<file path="config.mk">
export PLATFORM = sky130hd
export DESIGN_NAME = psq_top
export DESIGN_NICKNAME = d
export VERILOG_FILES = /design/src/psq_pkg.sv /design/src/psq_timer.sv /design/src/psq_blink.sv /design/src/psq_top.sv
export SDC_FILE = /design/constraint.sdc
export NUM_CORES = 1
export LEC_CHECK = 0
export BUFFER_PORTS_ARGS = -buffer_cell sky130_fd_sc_hd__buf_2
export CELL_PAD_IN_SITES_DETAIL_PLACEMENT = 1
export CELL_PAD_IN_SITES_GLOBAL_PLACEMENT = 2
export CORE_UTILIZATION = 39
export CTS_BUF_LIST = sky130_fd_sc_hd__clkbuf_2
export DETAILED_ROUTE_END_ITERATION = 6
export PLACE_DENSITY = 0.91
export SYNTH_ARGS = -nofsm -noshare
export SYNTH_HDL_FRONTEND = slang
export SYNTH_HIERARCHICAL = 1
export SYNTH_SLANG_ARGS = --single-unit
</file>
<file path="constraint.sdc">
create_clock -name sys_clk_i -period 4.2 [get_ports sys_clk_i]
set_clock_uncertainty 0.2 [all_clocks]
set_input_delay 0.84 -clock sys_clk_i [delete_from_list [all_inputs] [get_ports sys_clk_i]]
set_output_delay 0.84 -clock sys_clk_i [all_outputs]
set_load 0.1 [all_outputs]
</file>
<file path="src/psq_pkg.sv">
// shared constants and types for the power sequencer block
package psq_pkg;
  localparam int CLK_KHZ = 10_000;
  localparam int TW = 24;
  // timing figures and their cycle counts at CLK_KHZ
  localparam int REQ_MIN_MS = 5;
  localparam int REQ_MIN_CYC = REQ_MIN_MS * CLK_KHZ;
  localparam int REQ_MAX_MS = 400;
  localparam int RAMP_CYC = (REQ_MAX_MS - REQ_MIN_MS) * CLK_KHZ;
  localparam int PGOOD_DEL_MS = 5;
  localparam int PGOOD_DEL_CYC = PGOOD_DEL_MS * CLK_KHZ;
  localparam int WARN_US = 150;
  localparam int WARN_CYC = (WARN_US * CLK_KHZ + 999) / 1000;
  localparam int HOLD_MS = 2;
  localparam int HOLD_CYC = HOLD_MS * CLK_KHZ;
  localparam int LOW_MS = 100;
  localparam int LOW_CYC = LOW_MS * CLK_KHZ;
  localparam int COOL_MS = 1000;
  localparam int COOL_CYC = COOL_MS * CLK_KHZ;
  localparam int SB_MAIN_MS = 50;
  localparam int SB_MAIN_CYC = SB_MAIN_MS * CLK_KHZ;
  localparam int SLOW_HALF_MS = 500;
  localparam int SLOW_HALF_CYC = SLOW_HALF_MS * CLK_KHZ;
  localparam int FAST_HALF_MS = 250;
  localparam int FAST_HALF_CYC = FAST_HALF_MS * CLK_KHZ;
  // register map, byte addresses
  localparam logic [3:0] REG_CTRL = 4'h0;
  localparam logic [3:0] REG_STAT = 4'h4;
  localparam int CTRL_BOOT_BIT = 0;
  localparam logic CTRL_BOOT_RST = 1'b0;
  localparam int STAT_PGOOD_BIT = 0;
  localparam int STAT_MAIN_BIT = 1;
  localparam int STAT_SB_BIT = 2;
  localparam int STAT_FAULT_BIT = 3;
  localparam int STAT_LED_LSB = 4;
  localparam int STAT_SENS_LSB = 8;
  localparam logic [31:0] RD_ZERO = 32'h0000_0000;

  typedef enum logic [2:0] {
    LED_OFF, LED_GREEN_SLOW, LED_AMBER_SOLID, LED_AMBER_SLOW,
    LED_GREEN_FAST, LED_GREEN_SOLID
  } psq_led_e;
  typedef enum logic [2:0] {
    M_OFF, M_SB_WAIT, M_RAMP, M_ON, M_WARN, M_COOL
  } psq_main_e;
  typedef enum logic [1:0] {S_OFF, S_ON, S_COOL} psq_sb_e;

  typedef struct packed {
    logic dc_ok;
    logic sb_fed;
    logic req_n;
    logic main_ok;
    logic sb_ok;
    logic ot_shut;
    logic ov_main;
    logic ov_sb;
    logic ot_warn;
    logic fan_minor;
  } psq_sens_s;
  localparam psq_sens_s SENS_RST = 10'h080;
endpackage : psq_pkg

</file>
<file path="src/psq_timer.sv">
// qualified delay counter, saturates at its limit
`timescale 1ns/1ps
module psq_timer #(
  parameter int W = 24
) (
  // clock and reset
  input wire logic sys_clk_i,
  input wire logic rst_n_i,
  // count control
  input wire logic run_i,
  input wire logic [W-1:0] limit_i,
  output logic done_o
);
  logic [W-1:0] cnt_r;
  wire logic at_lim = cnt_r >= limit_i;

  always_ff @(posedge sys_clk_i) begin
    if (!rst_n_i || !run_i) begin
      cnt_r <= '0; // RULE_19
    end else if (!at_lim) begin
      cnt_r <= cnt_r + 1'b1;
    end
  end
  assign done_o = at_lim;
endmodule : psq_timer

</file>
<file path="src/psq_blink.sv">
// status indicator pattern generator
`timescale 1ns/1ps
module psq_blink #(
  parameter int SLOW_HALF = psq_pkg::SLOW_HALF_CYC,
  parameter int FAST_HALF = psq_pkg::FAST_HALF_CYC
) (
  // clock and reset
  input wire logic sys_clk_i,
  input wire logic rst_n_i,
  // selected pattern
  input wire psq_pkg::psq_led_e pat_i,
  // indicator drive
  output logic green_o,
  output logic amber_o
);
  import psq_pkg::*;

  function automatic logic [1:0] led_drive(psq_led_e p, logic ph);
    case (p)
      LED_GREEN_SOLID: return 2'b10;
      LED_AMBER_SOLID: return 2'b01;
      LED_GREEN_SLOW, LED_GREEN_FAST: return {ph, 1'b0};
      LED_AMBER_SLOW: return {1'b0, ph};
      default: return 2'b00;
    endcase
  endfunction : led_drive

  psq_led_e pat_r;
  logic [TW-1:0] cnt_r;
  logic ph_r;
  wire logic fast = pat_i == LED_GREEN_FAST;
  wire logic [TW-1:0] half = fast ? TW'(FAST_HALF) : TW'(SLOW_HALF);
  // a new pattern starts lit so a change is visible at once
  wire logic restart = pat_i != pat_r;
  wire logic wrap = cnt_r >= half - TW'(1);
  wire logic [TW-1:0] cnt_nxt = (restart || wrap) ? '0 : cnt_r + 1'b1;
  wire logic ph_nxt = restart ? 1'b1 : (wrap ? !ph_r : ph_r); // RULE_18
  wire logic [1:0] drv_nxt = led_drive(pat_i, ph_nxt);

  always_ff @(posedge sys_clk_i) begin
    if (!rst_n_i) begin
      pat_r <= LED_OFF;
      cnt_r <= '0;
      ph_r <= 1'b0;
      green_o <= 1'b0;
      amber_o <= 1'b0;
    end else begin
      pat_r <= pat_i;
      cnt_r <= cnt_nxt;
      ph_r <= ph_nxt;
      green_o <= drv_nxt[1];
      amber_o <= drv_nxt[0];
    end
  end

  blink_restart_a: assert property ( // RULE_18
    @(posedge sys_clk_i) disable iff (!rst_n_i)
    (pat_i != pat_r) |=> (cnt_r == '0 && ph_r))
    else $error("blink phase not restarted on pattern change");
endmodule : psq_blink

</file>
<file path="src/psq_top.sv">
// power sequencer, power-good timing and status indicator control
`timescale 1ns/1ps
// What this block does
// RULE_01: request off shows green blinking at 1 Hz, second in priority order after RULE_02
// RULE_02: no input and no fed-back standby turns the indicator fully off
// RULE_03: temperature or rail overvoltage shutdown shows steady amber
// RULE_04: temperature warning or minor fan error blinks amber at 1 Hz
// RULE_05: firmware boot loading blinks green at 2 Hz
// RULE_06: both rails in regulation otherwise shows steady green
// RULE_07: power-good rises 5 to 400 ms after both rails regulate
// RULE_08: power-good falls at least 0.15 ms before main rail drops; a sudden main loss drops both on one edge
// RULE_09: after input loss power-good stays high at least 2 ms
// RULE_10: power-good stays low at least 100 ms before rising again
// RULE_11: main rail regulates 5 to 400 ms after request goes active
// RULE_12: request withdrawn drops power-good within 4 ms
// RULE_13: a rail that leaves regulation stays off about 1 s
// RULE_14: main rail enabled 50 to 1000 ms after standby comes up
// RULE_15: repeated cycling may stretch start-up by up to 1 s
// RULE_16: request low enables main; toggling it clears a latched fault
// RULE_17: power-good requires both standby and main rails in regulation
// RULE_18: blink from divided clock, 50 percent duty, phase restarts on change
// RULE_19: every delay is a counter cleared when its condition goes away
module psq_top #(
  parameter int P_REQ_MIN_CYC = psq_pkg::REQ_MIN_CYC,
  parameter int P_RAMP_CYC = psq_pkg::RAMP_CYC,
  parameter int P_PGOOD_DEL_CYC = psq_pkg::PGOOD_DEL_CYC,
  parameter int P_HOLD_CYC = psq_pkg::HOLD_CYC,
  parameter int P_LOW_CYC = psq_pkg::LOW_CYC,
  parameter int P_COOL_CYC = psq_pkg::COOL_CYC,
  parameter int P_SB_MAIN_CYC = psq_pkg::SB_MAIN_CYC,
  parameter int P_SLOW_HALF = psq_pkg::SLOW_HALF_CYC,
  parameter int P_FAST_HALF = psq_pkg::FAST_HALF_CYC
) (
  // clock and reset
  input wire logic sys_clk_i,
  input wire logic rst_n_i,
  // sensed conditions, asynchronous to sys_clk_i
  input wire psq_pkg::psq_sens_s sens_i,
  // avalon-mm slave
  input wire logic [3:0] avs_address_i,
  input wire logic avs_read_i,
  input wire logic avs_write_i,
  input wire logic [31:0] avs_writedata_i,
  input wire logic [3:0] avs_byteenable_i,
  output logic [31:0] avs_readdata_o,
  output logic avs_waitrequest_o,
  // rail enables and host signal
  output logic main_rail_en_o,
  output logic standby_rail_en_o,
  output logic power_good_o,
  // status indicator
  output logic led_green_o,
  output logic led_amber_o
);
  import psq_pkg::*;

  // input synchroniser and agreement filter
  psq_sens_s s1_r, s2_r, s3_r, f_r;
  wire psq_sens_s f_nxt = psq_sens_s'((s2_r & s3_r) | (f_r & (s2_r | s3_r)));

  always_ff @(posedge sys_clk_i) begin
    if (!rst_n_i) begin
      s1_r <= SENS_RST;
      s2_r <= SENS_RST;
      s3_r <= SENS_RST;
      f_r <= SENS_RST;
    end else begin
      s1_r <= sens_i;
      s2_r <= s1_r;
      s3_r <= s2_r;
      f_r <= f_nxt;
    end
  end

  wire logic dc_ok = f_r.dc_ok;
  wire logic req_on = !f_r.req_n; // RULE_16
  wire logic rails_ok = f_r.main_ok && f_r.sb_ok;
  wire logic shut_now = f_r.ot_shut || f_r.ov_main || f_r.ov_sb;
  wire logic warn_now = f_r.ot_warn || f_r.fan_minor;

  // state and output registers
  psq_main_e st_r, st_nxt;
  psq_sb_e sb_r, sb_nxt;
  logic main_en_r, sb_en_r, pgood_r, fault_r, req_q_r, sb_ok_q_r, boot_r;
  logic wait_r;
  logic [31:0] rdata_r;

  // withdrawing the request is the toggle that releases a latched fault
  wire logic req_rise = f_r.req_n && !req_q_r;
  wire logic fault_nxt = shut_now || (fault_r && !req_rise); // RULE_16

  // delay timers
  logic st_done, pg_done, low_done, hold_done, sbup_done, cool_done;
  wire logic [TW-1:0] st_lim =
    (st_r == M_SB_WAIT) ? TW'(P_REQ_MIN_CYC) :
    (st_r == M_RAMP) ? TW'(P_RAMP_CYC) :
    (st_r == M_WARN) ? TW'(WARN_CYC) : TW'(P_COOL_CYC);

  psq_timer #(.W(TW)) u_st_tmr (
    .sys_clk_i(sys_clk_i), .rst_n_i(rst_n_i),
    .run_i(st_nxt == st_r), .limit_i(st_lim), .done_o(st_done));
  psq_timer #(.W(TW)) u_pg_tmr (
    .sys_clk_i(sys_clk_i), .rst_n_i(rst_n_i),
    .run_i(st_r == M_ON && rails_ok && dc_ok),
    .limit_i(TW'(P_PGOOD_DEL_CYC)), .done_o(pg_done)); // RULE_07
  psq_timer #(.W(TW)) u_low_tmr (
    .sys_clk_i(sys_clk_i), .rst_n_i(rst_n_i), .run_i(!pgood_r),
    .limit_i(TW'(P_LOW_CYC)), .done_o(low_done)); // RULE_10
  psq_timer #(.W(TW)) u_hold_tmr (
    .sys_clk_i(sys_clk_i), .rst_n_i(rst_n_i),
    .run_i(st_r == M_ON && !dc_ok),
    .limit_i(TW'(P_HOLD_CYC)), .done_o(hold_done)); // RULE_09
  psq_timer #(.W(TW)) u_sbup_tmr (
    .sys_clk_i(sys_clk_i), .rst_n_i(rst_n_i),
    .run_i(f_r.sb_ok && sb_en_r),
    .limit_i(TW'(P_SB_MAIN_CYC)), .done_o(sbup_done)); // RULE_14
  psq_timer #(.W(TW)) u_cool_tmr (
    .sys_clk_i(sys_clk_i), .rst_n_i(rst_n_i), .run_i(sb_r == S_COOL),
    .limit_i(TW'(P_COOL_CYC)), .done_o(cool_done)); // RULE_13

  // main rail sequencer
  always_comb begin
    st_nxt = st_r;
    case (st_r)
      M_OFF: begin
        if (dc_ok && f_r.sb_ok && req_on && !fault_r) st_nxt = M_SB_WAIT;
      end
      M_SB_WAIT: begin
        // fixed start-up delay, no stretching on repeated cycling
        if (!dc_ok || !f_r.sb_ok || !req_on || fault_r) begin
          st_nxt = M_OFF;
        end else if (st_done && sbup_done) begin
          st_nxt = M_RAMP; // RULE_11 RULE_14 RULE_15
        end
      end
      M_RAMP: begin
        if (shut_now || !req_on || !dc_ok || !f_r.sb_ok) begin
          st_nxt = M_WARN;
        end else if (f_r.main_ok) begin
          st_nxt = M_ON;
        end else if (st_done) begin
          st_nxt = M_COOL; // RULE_11
        end
      end
      M_ON: begin
        // a sudden main loss cannot be warned of; power-good drops with it
        if (!f_r.main_ok) begin
          st_nxt = M_COOL; // RULE_13
        end else if (shut_now || !req_on || !f_r.sb_ok) begin
          st_nxt = M_WARN; // RULE_08 RULE_12
        end else if (!dc_ok && hold_done) begin
          st_nxt = M_WARN; // RULE_09
        end
      end
      M_WARN: begin
        if (st_done || !f_r.main_ok) st_nxt = M_OFF; // RULE_08
      end
      M_COOL: begin
        if (st_done) st_nxt = M_OFF; // RULE_13
      end
      default: st_nxt = M_OFF;
    endcase
  end

  // standby rail: once up it stays on until it leaves regulation
  always_comb begin
    sb_nxt = sb_r;
    case (sb_r)
      S_OFF: begin
        if (dc_ok) sb_nxt = S_ON;
      end
      S_ON: begin
        if (sb_ok_q_r && !f_r.sb_ok) sb_nxt = S_COOL; // RULE_13
      end
      S_COOL: begin
        if (cool_done) sb_nxt = S_OFF; // RULE_13
      end
      default: sb_nxt = S_OFF;
    endcase
  end

  wire logic main_en_nxt =
    st_nxt == M_RAMP || st_nxt == M_ON || st_nxt == M_WARN;
  wire logic pg_keep = st_r == M_ON && st_nxt == M_ON && rails_ok; // RULE_17
  wire logic pg_nxt =
    pg_keep && (pgood_r || (pg_done && low_done && dc_ok)); // RULE_07 RULE_10

  always_ff @(posedge sys_clk_i) begin
    if (!rst_n_i) begin
      st_r <= M_OFF;
      sb_r <= S_OFF;
      main_en_r <= 1'b0;
      sb_en_r <= 1'b0;
      pgood_r <= 1'b0;
      fault_r <= 1'b0;
      req_q_r <= 1'b1;
      sb_ok_q_r <= 1'b0;
    end else begin
      st_r <= st_nxt;
      sb_r <= sb_nxt;
      main_en_r <= main_en_nxt;
      sb_en_r <= sb_nxt == S_ON;
      pgood_r <= pg_nxt;
      fault_r <= fault_nxt;
      req_q_r <= f_r.req_n;
      sb_ok_q_r <= f_r.sb_ok;
    end
  end

  // indicator precedence
  wire psq_led_e led_pat =
    (!dc_ok && !f_r.sb_fed) ? LED_OFF : // RULE_02
    !req_on ? LED_GREEN_SLOW : // RULE_01
    (shut_now || fault_r) ? LED_AMBER_SOLID : // RULE_03
    warn_now ? LED_AMBER_SLOW : // RULE_04
    boot_r ? LED_GREEN_FAST : // RULE_05
    (rails_ok && main_en_r) ? LED_GREEN_SOLID : // RULE_06
    LED_GREEN_SLOW;

  psq_blink #(.SLOW_HALF(P_SLOW_HALF), .FAST_HALF(P_FAST_HALF)) u_blink (
    .sys_clk_i(sys_clk_i), .rst_n_i(rst_n_i), .pat_i(led_pat),
    .green_o(led_green_o), .amber_o(led_amber_o));

  // register slave: one wait cycle, answer on the following edge
  wire logic bus_req = avs_read_i || avs_write_i;
  wire logic bus_take = bus_req && !wait_r;
  wire logic hit_ctrl = avs_address_i == REG_CTRL;
  wire logic hit_stat = avs_address_i == REG_STAT;
  wire logic wait_nxt = !(bus_req && wait_r);
  wire logic boot_wr = bus_take && avs_write_i && hit_ctrl &&
    avs_byteenable_i[0];
  logic [31:0] ctrl_word, stat_word;

  always_comb begin
    ctrl_word = RD_ZERO;
    ctrl_word[CTRL_BOOT_BIT] = boot_r;
    stat_word = RD_ZERO;
    stat_word[STAT_PGOOD_BIT] = pgood_r;
    stat_word[STAT_MAIN_BIT] = main_en_r;
    stat_word[STAT_SB_BIT] = sb_en_r;
    stat_word[STAT_FAULT_BIT] = fault_r;
    stat_word[STAT_LED_LSB +: 3] = led_pat;
    stat_word[STAT_SENS_LSB +: 10] = f_r;
  end

  wire logic [31:0] rd_sel = hit_ctrl ? ctrl_word :
    hit_stat ? stat_word : RD_ZERO;

  always_ff @(posedge sys_clk_i) begin
    if (!rst_n_i) begin
      wait_r <= 1'b1;
      rdata_r <= RD_ZERO;
      boot_r <= CTRL_BOOT_RST;
    end else begin
      wait_r <= wait_nxt;
      if (bus_req && wait_r && avs_read_i) rdata_r <= rd_sel;
      if (boot_wr) boot_r <= avs_writedata_i[CTRL_BOOT_BIT];
    end
  end

  assign avs_waitrequest_o = wait_r;
  assign avs_readdata_o = rdata_r;
  assign main_rail_en_o = main_en_r;
  assign standby_rail_en_o = sb_en_r;
  assign power_good_o = pgood_r;

  // checking helpers
  int ok_cnt_r, low_cnt_r, dcl_cnt_r;
  always_ff @(posedge sys_clk_i) begin
    if (!rst_n_i) begin
      ok_cnt_r <= 0;
      low_cnt_r <= 0;
      dcl_cnt_r <= 0;
    end else begin
      ok_cnt_r <= (st_r == M_ON && rails_ok && dc_ok) ? ok_cnt_r + 1 : 0;
      low_cnt_r <= !pgood_r ? low_cnt_r + 1 : 0;
      dcl_cnt_r <= (st_r == M_ON && !dc_ok) ? dcl_cnt_r + 1 : 0;
    end
  end

  pgood_delay_a: assert property ( // RULE_07
    @(posedge sys_clk_i) disable iff (!rst_n_i)
    $rose(pgood_r) |-> ok_cnt_r >= P_PGOOD_DEL_CYC)
    else $error("power-good rose before the rails settled");
  low_hold_a: assert property ( // RULE_10
    @(posedge sys_clk_i) disable iff (!rst_n_i)
    $rose(pgood_r) |-> low_cnt_r >= P_LOW_CYC)
    else $error("power-good low time too short");
  warn_lead_a: assert property ( // RULE_08
    @(posedge sys_clk_i) disable iff (!rst_n_i)
    ($fell(main_en_r) && $past(st_r) == M_WARN && $past(f_r.main_ok))
    |-> (!pgood_r && low_cnt_r >= WARN_CYC))
    else $error("main disabled without power-good warning");
  req_drop_a: assert property ( // RULE_12
    @(posedge sys_clk_i) disable iff (!rst_n_i)
    $rose(f_r.req_n) |=> !pgood_r)
    else $error("power-good kept after request withdrawn");
  hold_dc_a: assert property ( // RULE_09
    @(posedge sys_clk_i) disable iff (!rst_n_i)
    (pgood_r && !dc_ok && dcl_cnt_r < P_HOLD_CYC && req_on && rails_ok &&
     !shut_now) |=> pgood_r)
    else $error("power-good dropped inside hold time");
  both_ok_a: assert property ( // RULE_17
    @(posedge sys_clk_i) disable iff (!rst_n_i)
    pgood_r |-> $past(rails_ok))
    else $error("power-good high with a rail out of regulation");
  led_off_a: assert property ( // RULE_02
    @(posedge sys_clk_i) disable iff (!rst_n_i)
    (!dc_ok && !f_r.sb_fed) |=> (!led_green_o && !led_amber_o))
    else $error("indicator lit with no supply");
  amber_solid_a: assert property ( // RULE_03
    @(posedge sys_clk_i) disable iff (!rst_n_i)
    (dc_ok && req_on && shut_now) |=> (led_amber_o && !led_green_o))
    else $error("shutdown not shown as steady amber");
  green_slow_a: assert property ( // RULE_01
    @(posedge sys_clk_i) disable iff (!rst_n_i)
    (dc_ok && !req_on) |-> led_pat == LED_GREEN_SLOW ##1 !led_amber_o)
    else $error("request off not shown as slow green");
  amber_warn_a: assert property ( // RULE_04
    @(posedge sys_clk_i) disable iff (!rst_n_i)
    (dc_ok && req_on && !shut_now && !fault_r && warn_now)
    |=> !led_green_o)
    else $error("warning shows green");
endmodule : psq_top

</file>
# Yosys cells after proc, flatten, opt, wreduce, memory -nomap -nowiden
# Cells that the tools add are included.
# word_totals
regBits,259
inputBits,54
output_inout_bits,38
wordCells,204
# classes
n_addsub,8
n_lt_le_gt_ge,7
eq_ne,19
n_mux,31
bitwise,5
reduce_logical,72
# op_table
op,count
24-bit by 1-bit adder with 24-bit output (second input constant),7
24-bit two-way mux,3
3-bit two-way mux,17
24-bit >= comparator,2
18-bit two-way mux,2
1-bit logical AND,26
24-bit by 15-bit >= comparator with 1-bit output (second input constant),1
24-bit by 16-bit >= comparator with 1-bit output (second input constant),1
24-bit by 19-bit >= comparator with 1-bit output (second input constant),1
24-bit by 20-bit >= comparator with 1-bit output (second input constant),1
24-bit >= comparator (second input constant),1
1-bit logical OR,24
24-bit by 1-bit subtractor with 24-bit output (second input constant),1
23-bit two-way mux,1
10-bit bitwise AND,2
10-bit OR,2
3-bit by 2-bit == test with 1-bit output (second input constant),6
3-bit case mux with 6 select lines,1
1-bit logical NOT,17
3-bit == test (second input constant),5
2-bit case mux with 4 select lines,1
3-bit by 1-bit == test with 1-bit output (second input constant),2
2-bit two-way mux,3
2-bit case mux with 3 select lines,1
other kinds (11),14

# Depth between registers and ports, before layout
# Gate-level depths: netlist (run 1).
# depth
word_depth,15
ltp_mapped,24
depth_no_buf,20

# By module
# Netlist (run 1), hierarchy kept.
# modules_own_cells
mod,n_inst,cells_each,area_per_inst_um2,seq_area_each_um2
psq_timer,6,223,1739.2,480.5
psq_top,1,292,2765.2,1401.3
psq_blink,1,182,1614.0,600.6

# Worst setup path after synthesis (run 1)
# No wires, ideal clock.
# synth_path
path_type,flip-flop to flip-flop
from,register st_r[0]
to,register u_st_tmr.cnt_r[15]
setup_time_ns,0.070
t_arrival_ns,3.583
t_required_ns,3.930
slack_ns,0.347
stages_incl_launch_ff,23
path_buffers,5
period_less_slack_ns,3.853
path_cell_list,dfxtp_1 buf_2 nor3b_1 nor2_1 inv_1 nor2_1 inv_1 ha_1 nand4_1 nor3_1 nand2_1 o311ai_1 buf_6 buf_6 buf_4 nor2b_1 o221ai_1 o21a_1 o22ai_1 a211oi_1 nand2_1 clkbuf_1 a21oi_1
# synth_via
elab_chain_cells,12
elab_cells_between_ends,27
cone_classes,order compare: 1; eq/ne: 6; mux: 15; reduce/logical: 5
# synth_rtl
item,line,source
from (decl),psq_top.sv:82,"psq_main_e st_r, st_nxt;"
from (signal assigned),psq_top.sv:199,st_r <= st_nxt;
3-bit == test,psq_top.sv:97,(st_r == M_WARN) ? TW'(WARN_CYC) : TW'(P_COOL_CYC);
24-bit two-way mux,psq_top.sv:97,
24-bit two-way mux,psq_top.sv:96,(st_r == M_RAMP) ? TW'(P_RAMP_CYC) :
24-bit two-way mux (*),psq_top.sv:95,(st_r == M_SB_WAIT) ? TW'(P_REQ_MIN_CYC) :
named net st_lim[19],psq_top.sv:94,wire logic [TW-1:0] st_lim =
24-bit >= comparator (*),psq_timer.sv:15,wire logic at_lim = cnt_r >= limit_i;
named net st_done,psq_top.sv:93,"logic st_done, pg_done, low_done, hold_done, sbup_done, cool_done;"
3-bit two-way mux or 1-bit logical AND (tied branches),"psq_top.sv:141, psq_top.sv:132",
"3-bit two-way mux, on equally long branches","psq_top.sv:139, psq_top.sv:132",
"3-bit two-way mux, on equally long branches","psq_top.sv:137, psq_top.sv:130",
3-bit case mux with 6 select lines,psq_top.sv:124,case (st_r)
3-bit == test,psq_top.sv:101,".run_i(st_nxt == st_r), .limit_i(st_lim), .done_o(st_done));"
1-bit logical NOT,psq_timer.sv:18,if (!rst_n_i || !run_i) begin
1-bit logical OR,psq_timer.sv:18,
to (signal assigned),psq_timer.sv:21,cnt_r <= cnt_r + 1'b1;
to (decl),psq_timer.sv:14,logic [W-1:0] cnt_r;
# The timed path passes the listed nets; every way through them passes the cells marked *.
# A chain may end at the register's enable or synchronous reset.

# Worst setup path after layout (run 1)
# layout_path
from,register st_r[1]
to,register u_st_tmr.cnt_r[3]
# Same word-level chain as after synthesis.

==> results of run 1 <==
[how the worst max path moves through the flow]
stage / startpoint / to / cells after the start
3_5_place_dp: f_r[3]$_SDFF_PN0_ / u_blink/cnt_r[9]$_SDFF_PP0_ / 11
2_1_floorplan: st_r[0]$_SDFF_PN0_ / u_st_tmr/cnt_r[15]$_SDFFE_PP0N_ / 22
3_3_place_gp: f_r[3]$_SDFF_PN0_ / u_blink/cnt_r[9]$_SDFF_PP0_ / 11
4_1_cts: f_r[3]$_SDFF_PN0_ / u_blink/cnt_r[21]$_SDFF_PP0_ / 11
5_1_grt: st_r[1]$_SDFF_PN0_ / u_st_tmr/cnt_r[1]$_SDFFE_PP0N_ / 20
6_report: st_r[1]$_SDFF_PN0_ / u_st_tmr/cnt_r[3]$_SDFFE_PP0N_ / 20
[worst reg2reg max path, cell delays in order (launching register included)]
cell	delay, ns
dfxtp_2	0.41
inv_2	0.06
nand2_1	0.08
nor2_1	0.09
nor2_2	0.18
inv_1	0.09
nor2_2	0.13
inv_1	0.06
ha_1	0.29
nand4_1	0.13
nor3_2	0.19
nand2_1	0.14
o311ai_4	0.39
nor2b_1	0.10
o221ai_1	0.24
o21a_1	0.19
o22ai_1	0.08
a211oi_1	0.20
nand2_1	0.13
buf_12	0.20
a21oi_1	0.11
[placed cells by master (no fill, tap or decap), drive strengths merged, types with 13 or more instances in the layout]
| master | instances |
|---|---|
| dfxtp | 244 |
| a21oi | 200 |
| inv | 168 |
| ha | 162 |
| conb | 142 |
| o21ai | 134 |
| nand2 | 118 |
| clkbuf | 104 |
| or3 | 97 |
| nand3 | 92 |
| nor2 | 70 |
| buf | 60 |
| and3 | 53 |
| nand4 | 52 |
| and2 | 40 |
| o31ai | 37 |
| or4 | 37 |
| nor2b | 23 |
| xor2 | 17 |
| a21boi | 17 |
| nand2b | 16 |
| a22oi | 15 |
| and4 | 15 |
| clkinv | 14 |
| dlygate4sd3 | 13 |
[power breakdown]
part,total [µW],switching [µW],internal [µW]
clock,1710,1060,651
combinational,291,196,95.3
sequential,2350,18.5,2330
total,4350,1270,3080
[stage by stage]
stage,area [µm²],hold slack (ns)
3_3_place_gp,15900,0.221
3_5_place_dp,15900,0.234
4_1_cts,16600,0.0617
6_report,16700,0.176
2_1_floorplan,15300,0.186
5_1_grt,16700,0.154
[routing by layer]
metal  global-route usage (%)  wire length [µm]  vias to the layer above
met3                     3.52              1210                       68
met5                        0                 0                        -
met1                     24.3             17500                     6552
li1                         -                 -                     6806
met4                     7.61               885                        0
met2                     35.3             18600                      145
[logic make-up after synthesis]
kind of cell | share of synthesized area (%)
adder cells (fa/ha/maj) | 13.7
multiplexers | 0.473
AO/OA/AOI/OAI | 18.2
buffers and inverters | 7.81
other | 0.0507
AND/OR/NAND/NOR | 25.1
XOR/XNOR | 1.71
flip-flops | 33.0
[registers in the layout (all words and copies together) (netlist names), 2 cells and up]
| register | flops |
|---|---|
| avs_readdata_o | 17 |
| f_r | 9 |
| s1_r | 10 |
| s2_r | 10 |
| s3_r | 10 |
| sb_r | 2 |
| st_r | 3 |
| u_blink/cnt_r | 24 |
| u_blink/pat_r | 3 |
| u_cool_tmr/cnt_r | 24 |
| u_hold_tmr/cnt_r | 24 |
| u_low_tmr/cnt_r | 24 |
| u_pg_tmr/cnt_r | 24 |
| u_sbup_tmr/cnt_r | 24 |
| u_st_tmr/cnt_r | 24 |
[area by class of cell]
class / instances / area [µm²] / share of cell area [%]
timing repair buffer: 73 / 488 / 2.93
clock buffer: 104 / 520 / 3.12
tap: 511 / 639 / 3.84
antenna: 1 / 2.50 / 0.0150
multi-input combinational: 1452 / 9440 / 56.6
inverter: 168 / 636 / 3.81
clock inverter: 15 / 60.1 / 0.360
sequential: 244 / 4890 / 29.3
[what timing repair did]
item                                   CTS  global route
endpoints found under the hold margin   12             0
hold buffers                            13             0
gates resized for setup                  0             8
setup endpoints to repair                0            49
==> results.toml, run 1 <==
[outcome]
outcome = "complete, no violations"

[setup_path]
crit_path_max_fanout = 24
crit_chain = "inv_2, nand2_1, nor2_1, nor2_2, inv_1, nor2_2, inv_1, ha_1, nand4_1, nor3_2, nand2_1, o311ai_4, nor2b_1, o221ai_1, o21a_1, o22ai_1, a211oi_1, nand2_1, buf_12, a21oi_1"
crit_type = "flop to flop"
reg2reg_slack_ns = 0.45
slowest_delay_ns = 0.41
worstPathRequired_ns = 4.78
r2r_end = "u_st_tmr/cnt_r[3]$_SDFFE_PP0N_"
crit_path_top_delay_cell = "dfxtp_2"
cp.arrival_ns = 4.34
r2r_start = "st_r[1]$_SDFF_PN0_"
critPathBufInv = 4
end_kind = "flop"
start_kind = "flop"
r2r_cells = 20
cp_top_family = "compound AO/OA/AOI/OAI gates"
crit_path_frequent_cell = "nand2_1"

[power]
ir_drop_mv = 0.169
power.density_mw_per_mm2 = 261
power_uw = 4350
power_leakage_uw = 0.00707

[clock_tree]
cts_tree = "yes"
cts_setup_buffers = 0
clockBufferDepth = 3
clock_latency_ns = 0.90
cts_max_level = 3
clk_pin_slew_ns = 0.08
cts-root-buf = "clkbuf_2"
cts_buffers = 72
clock_sinks = 244

[timing]
fmax_ghz = 0.266
finalWorstSetupSlack_ns = 0.447
min_period_ns = 3.75
tightest_slew_ns = 0.988
rsz0062_at_grt = "no"
period_share_pct = 89.3
hold_viol = 0
tns_ns = 0
finalSetupViolations = 0
drv_slew = 0
relSlewSlack_pct = 33.6

[min_path]
hold_path.class = "input pin to flop"
worstHoldEndpoint = "boot_r$_SDFFE_PN0P_"
min_from = "avs_byteenable_i[0]"
holdPathStages = 4

[drt]
wl_per_cell_um = 14.9
ant_nets = 0
wirelength_um = 38200
via_per_inst = 5.28
drtIter0Drc = 492
via_count = 13600
dr.pass1.iters = 4
drc = 0

[place]
io_buffers = 42
placed_cells = 2435
gp_congestion = 0.787
post-place-ws_ns = 0.0595
dp_hpwl_um = 27800

[cells_and_area]
area_delta_synth_final_pct = 12.5
fill_cells = 4700
final_nets = 2227
fin_util_pct = 44.5
drive_above_1_share_pct = 9.68
fin_cells = 2568

[global_routing]
grt_max_degree = 48
track_usage_pct = 20.1
antenna_found_initial = 1
first_global_vias = 13900
grt-ovfl-total = 0
grt_pass1_wl_um = 64800

[logic_synthesis]
ys_warn_count = 6
synth_top_cell_area_share_pct = 33.0
syn-cell-area_mm2 = 0.0148
synth_edf_count = 0
synth_top_area_cell = "dfxtp_1"
synthMostInstantiatedCell = "dfxtp_1"
synth_area_leaders = "dfxtp_1 (33%), ha_1 (14%), a21oi_1 (6.7%), o21ai_0 (4.5%), inv_1 (4.2%)"
synth_seq_area_share_pct = 33.0
synthCells = 1812
ys_ff_latch = 244
ys_async_sr_fraction_pct = 0
synth_common_cells = "dfxtp_1 (244), a21oi_1 (199), inv_1 (166)"
synth_top_flop_cell = "dfxtp_1"
synthDistinctLibCells = 67
avgSynthCellArea_um2 = 8.18

[floorplan]
start_util_pct = 39.5
dieWidth_um = 197
dieArea_mm2 = 0.0388
io_pins = 92
core_area_mm2 = 0.0375
die-height_um = 197
rows = 71

[run]
max_cap_violations = 0
(Power assumes the default switching activity.)
==> inputs of run 2 (changes only) <==
--- a/config.mk
+++ b/config.mk
@@ -12,6 +12,7 @@
 export CTS_BUF_LIST = sky130_fd_sc_hd__clkbuf_2
 export DETAILED_ROUTE_END_ITERATION = 6
 export PLACE_DENSITY = 0.91
+export REMOVE_ABC_BUFFERS = 1
 export SYNTH_ARGS = -nofsm -noshare
 export SYNTH_HDL_FRONTEND = slang
 export SYNTH_HIERARCHICAL = 1
==> run 2 against run 1 <==
  * Clock power rose by 6%
  * Die area did not move
  * First-iteration DRC count fell by 16%
  * Critical path type unchanged
==> results.toml, run 2 (synthesized netlist as in run 1, its figures left out) <==
[outcome]
outcome = "complete, no violations"

[cells_and_area]
drive_above_1_share_pct = 9.71
area_delta_synth_final_pct = 13.0
fill_cells = 4687
final_nets = 2228
final_cell_mix = "dfxtp_1 (241), a21oi_1 (199), inv_1 (166), ha_1 (162), conb_1 (142)"
layout_commonest_cell = "dfxtp_1"
design_area_mm2 = 0.0167

[place]
io_buffers = 42
gp_congestion = 0.809
post_dp_cell_area_mm2 = 0.0159
dp_hpwl_um = 27100

[timing]
hold_viol = 0
min_period_ns = 3.79
rsz0062_at_grt = "no"
tightest_slew_ns = 1.07
tns_ns = 0
relSlewSlack_pct = 28.5
finalSetupViolations = 0
fmax_ghz = 0.264
drv_slew = 0
period_share_pct = 90.2

[setup_path]
reg2reg_slack_ns = 0.41
start_kind = "flop"
r2r_cells = 20
r2r_end = "u_st_tmr/cnt_r[13]$_SDFFE_PP0N_"
crit_type = "flop to flop"
cp.arrival_ns = 4.37
crit_path_max_fanout = 24
r2r_start = "st_r[1]$_SDFF_PN0_"
end_kind = "flop"
worstPathRequired_ns = 4.78

[power]
swShare_pct = 28.7
p_comb_share_pct = 6.5
internal_power_uw = 3180
switching_power_uw = 1280
pwr-share-seq_pct = 52.8
power_leakage_uw = 0.00712
power.density_mw_per_mm2 = 266
ir_drop_mv = 0.163
clock_power_share_pct = 40.7

[floorplan]
io_pins = 92
start_util_pct = 39.5
core_area_mm2 = 0.0375
dieArea_mm2 = 0.0388
dieWidth_um = 197
die-height_um = 197
rows = 71

[clock_tree]
cts_tree = "yes"
clockBufferDepth = 3
cts_max_level = 3
clk_pin_slew_ns = 0.09
clock_latency_ns = 0.90
cts-root-buf = "clkbuf_2"
cts_buffers = 71
clock_sinks = 244

[drt]
wirelength_um = 37200
ant_nets = 0
wl_per_cell_um = 14.5
via_count = 13600
dr.pass1.iters = 5
drc = 0
drtIter0Drc = 413
via_per_inst = 5.30

[min_path]
worstHoldEndpoint = "boot_r$_SDFFE_PN0P_"
hold_path.class = "input pin to flop"
min_from = "avs_byteenable_i[0]"
holdPathStages = 4

[global_routing]
first_global_vias = 14000
grt_max_degree = 48
grt-ovfl-total = 0
grt_pass1_wl_um = 64000
antenna_found_initial = 1
track_usage_pct = 19.7

[run]
max_cap_violations = 0
run 2: changes by cell type in the layout (fill, tap and decap cells not counted), sizes merged:
cell / change
clkbuf: -6
clkinv: +5
buf: +2
bufinv: +2
clkinvlp: -1
inv: +1
run 2: power by group through the flow:
stage          Clock, µW  Combinational, µW  Sequential (µW)
3_3_place_gp           0                263             2400
5_1_grt             2040                331             2350
3_5_place_dp           0                274             2400
4_1_cts             1910                285             2350
6_report            1810                290             2350
2_1_floorplan          0                206             2400
run 2: metrics by stage:
step | power [µW] | cells | util (%) | hold slack, ns | worst slack, ns
floorplan | 2610 | 1864 | - | 0.186 | -1.42
global placement | 2660 | 2437 | 42.5 | 0.217 | 0.365
detailed placement | 2680 | 2437 | 42.5 | 0.225 | 0.201
CTS | 4550 | 2570 | 44.6 | 0.108 | 0.149
global route | 4720 | 2571 | 44.7 | 0.169 | 0.0385
finish | 4450 | 2571 | 44.7 | 0.236 | 0.412
run 2: layer usage:
layer  vias up  GRT usage [%]  wire length (µm)
met4         0           8.53              1190
met1      6539           23.2             16800
met2       179           34.7             18100
met3        77           3.95              1120
met5         -              0                 0
li1       6828              -                 -
run 2: worst max path at each step:
stage                             from                               to  cells past startpoint
finish              st_r[1]$_SDFF_PN0_  u_st_tmr/cnt_r[13]$_SDFFE_PP0N_                     20
global route        st_r[1]$_SDFF_PN0_   u_st_tmr/cnt_r[2]$_SDFFE_PP0N_                     20
CTS                 st_r[1]$_SDFF_PN0_   u_st_tmr/cnt_r[2]$_SDFFE_PP0N_                     20
detailed placement  st_r[1]$_SDFF_PN0_  u_st_tmr/cnt_r[20]$_SDFFE_PP0N_                     20
global placement    st_r[1]$_SDFF_PN0_  u_st_tmr/cnt_r[16]$_SDFFE_PP0N_                     20
floorplan           st_r[1]$_SDFF_PN0_  u_st_tmr/cnt_r[10]$_SDFFE_PP0N_                     19
run 2: critical path, stage by stage, from the launching register on:
cell and delay (ns):
dfxtp_2 0.41, inv_2 0.06, nand2_1 0.09, nor2_1 0.09, nor2_2 0.16, inv_1 0.07, nor2_1 0.16, inv_1 0.07
ha_1 0.29, nand4_1 0.17, nor3_4 0.22, nand2_1 0.13, o311ai_4 0.32, nor2b_1 0.08, o221ai_1 0.23, o21a_1 0.18
o22ai_1 0.08, a211oi_1 0.19, nand2_1 0.14, buf_12 0.22, a21oi_1 0.12
run 2: what timing repair did:
| action | CTS | global route |
|---|---|---|
| hold buffers | 13 | 0 |
| endpoints found under the setup margin | 0 | 47 |
| setup buffers | 0 | 0 |
| gates resized for setup | 0 | 9 |
| hold endpoints to repair | 12 | 0 |
run 2: area by class of cell:
type	count	area [µm²]	area share, %
antenna	1	2.50	0.0149
inverter	168	636	3.80
timing repair buffer	75	503	3.00
tap	511	639	3.82
clock inverter	22	139	0.829
clock buffer	98	490	2.93
sequential	244	4890	29.2
multi-input combinational	1452	9450	56.4
==> inputs of run 3 (changes only) <==
--- a/config.mk
+++ b/config.mk
@@ -6,12 +6,11 @@
 export NUM_CORES = 1
 export LEC_CHECK = 0
 export BUFFER_PORTS_ARGS = -buffer_cell sky130_fd_sc_hd__buf_2
-export CELL_PAD_IN_SITES_DETAIL_PLACEMENT = 1
-export CELL_PAD_IN_SITES_GLOBAL_PLACEMENT = 2
-export CORE_UTILIZATION = 39
+export CORE_MARGIN = 4
+export CORE_UTILIZATION = 50
 export CTS_BUF_LIST = sky130_fd_sc_hd__clkbuf_2
 export DETAILED_ROUTE_END_ITERATION = 6
-export PLACE_DENSITY = 0.91
+export PLACE_DENSITY = 0.76
 export REMOVE_ABC_BUFFERS = 1
 export SYNTH_ARGS = -nofsm -noshare
 export SYNTH_HDL_FRONTEND = slang
==> run 3 against run 2 <==
  * Fmax grew 1.3%
  * Flip-flop and latch count is the same
  * Total power shrank 4.9%
  * Count of clock-buffer cells in the layout shrank 7
  * Global-route usage shrank 0.19 points
  * Critical path depth shrank 2
==> results.toml, run 3 (synthesized netlist as in run 1, its figures left out) <==
[timing]
fmax_ghz = 0.267
relSlewSlack_pct = 34.2
drv_slew = 0
tns_ns = 0
rsz0062_at_grt = "no"
finalSetupViolations = 0
tightest_slew_ns = 0.985
min_period_ns = 3.74
hold_viol = 0
hold_slack_ns = 0.0989
period_share_pct = 89.0

[setup_path]
crit_path_max_fanout = 24
worstPathRequired_ns = 4.69
cp_top_family = "simple AND/OR/NAND/NOR gates"
end_kind = "flop"
start_kind = "flop"
cp.arrival_ns = 4.23
critPathBufInv = 3
crit_chain = "nor3b_1, nor2_2, inv_1, nor2_1, inv_1, ha_1, nand4_1, nor3_2, nand2_1, o311ai_4, nor2b_1, o221ai_1, o21a_1, o22ai_1, a211oi_1, nand2_1, buf_12, a21oi_1"
crit_path_top_delay_cell = "dfxtp_1"
slowest_delay_ns = 0.49
crit_type = "flop to flop"

[power]
power.density_mw_per_mm2 = 258
swShare_pct = 27.7
clock_power_share_pct = 37.9
internal_power_uw = 3060
p_comb_share_pct = 6.7
pwr-share-seq_pct = 55.5
power_leakage_uw = 0.00701
ir_drop_mv = 0.251
switching_power_uw = 1170

[min_path]
hold_path.class = "input pin to flop"

[drt]
ant_nets = 0
drt-met1-wl_um = 14800
wl_met3_um = 1460
maxUsedRoutingLayer = "met4"
wl_per_cell_um = 13.4
dr.pass1.iters = 5
drc = 0
wirelength_um = 32500
drtIter0Drc = 710
wl_met2_um = 15400
via_per_inst = 5.49
via_count = 13300

[run]
max_cap_violations = 0

[clock_tree]
clock_latency_ns = 0.81
clk_pin_slew_ns = 0.09
cts_tree = "yes"
cts_setup_buffers = 0
cts_max_level = 3
cts-root-buf = "clkbuf_2"
clockBufferDepth = 3
clock_sinks = 244
cts_buffers = 67

[floorplan]
start_util_pct = 51.2
core_area_mm2 = 0.0289
dieWidth_um = 180
dieArea_mm2 = 0.0324
die-height_um = 180
io_pins = 92
rows = 62

[place]
gp_congestion = 0.887
io_buffers = 42
dp_hpwl_um = 23400

[global_routing]
grt_max_degree = 48
track_usage_pct = 19.6
grt_pass1_wl_um = 56000
first_global_vias = 12700
antenna_found_initial = 1
grt-ovfl-total = 0

[cells_and_area]
final_nets = 2218
drive_above_1_share_pct = 9.11
fin_util_pct = 56.7
final_cell_mix = "dfxtp_1 (242), a21oi_1 (199), inv_1 (166), ha_1 (162), conb_1 (142)"
layout_commonest_cell = "dfxtp_1"
area_delta_synth_final_pct = 10.8
fill_cells = 2680

[outcome]
outcome = "complete, no violations"
[run 3: layout make-up]
class / instances / area (µm²) / area share, %
Multi-Input combinational cell: 1452 / 9420 / 57.4
Sequential cell: 244 / 4890 / 29.8
Inverter: 168 / 636 / 3.87
Tap cell: 384 / 480 / 2.93
Clock buffer: 91 / 455 / 2.77
Timing Repair Buffer: 69 / 443 / 2.70
Clock inverter: 17 / 90.1 / 0.549
Antenna cell: 1 / 2.50 / 0.0152
[run 3: what timing repair did]
action,4_1_cts,5_1_grt
hold buffers,7,0
gates resized for setup,0,4
hold endpoints to repair,7,0
setup endpoints to repair,0,24
[run 3: worst paths after layout]
path / slack (ns) / cells after the start / startpoint / endpoint
setup / recovery: 0.46 / 18 / st_r[2]$_SDFF_PN0_ / u_st_tmr/cnt_r[4]$_SDFFE_PP0N_
hold / removal: 0.1 / 2 / sens_i[1] / s1_r[1]$_SDFF_PN0_
setup reg to reg: 0.46 / 18 / st_r[2]$_SDFF_PN0_ / u_st_tmr/cnt_r[4]$_SDFFE_PP0N_
hold reg to reg: 0.22 / 1 / s1_r[7]$_SDFF_PN1_ / s2_r[7]$_SDFF_PN1_
[run 3: power groups by stage]
| stage | combinational, µW | clock [µW] | sequential, µW |
|---|---|---|---|
| finish | 282 | 1600 | 2350 |
| global route | 324 | 1790 | 2350 |
| CTS | 276 | 1680 | 2350 |
| detailed placement | 271 | 0 | 2400 |
| global placement | 262 | 0 | 2400 |
| floorplan | 206 | 0 | 2400 |
[run 3: routing by layer]
metal  global-route usage, %  vias to the layer above
li1                        -                     6820
met1                    24.5                     6185
met2                    33.8                      248
met3                    3.55                       64
met4                    7.11                        0
met5                       0                        -
[run 3: metrics by stage]
step	area [µm²]	setup slack, ns	instances	total power, µW
after floorplan	14800	-1.42	1864	2610
after global placement	15800	0.394	2310	2660
after detailed placement	15800	0.258	2310	2670
after CTS	16400	0.194	2425	4310
after global routing	16400	0.0625	2426	4470
final	16400	0.460	2426	4230
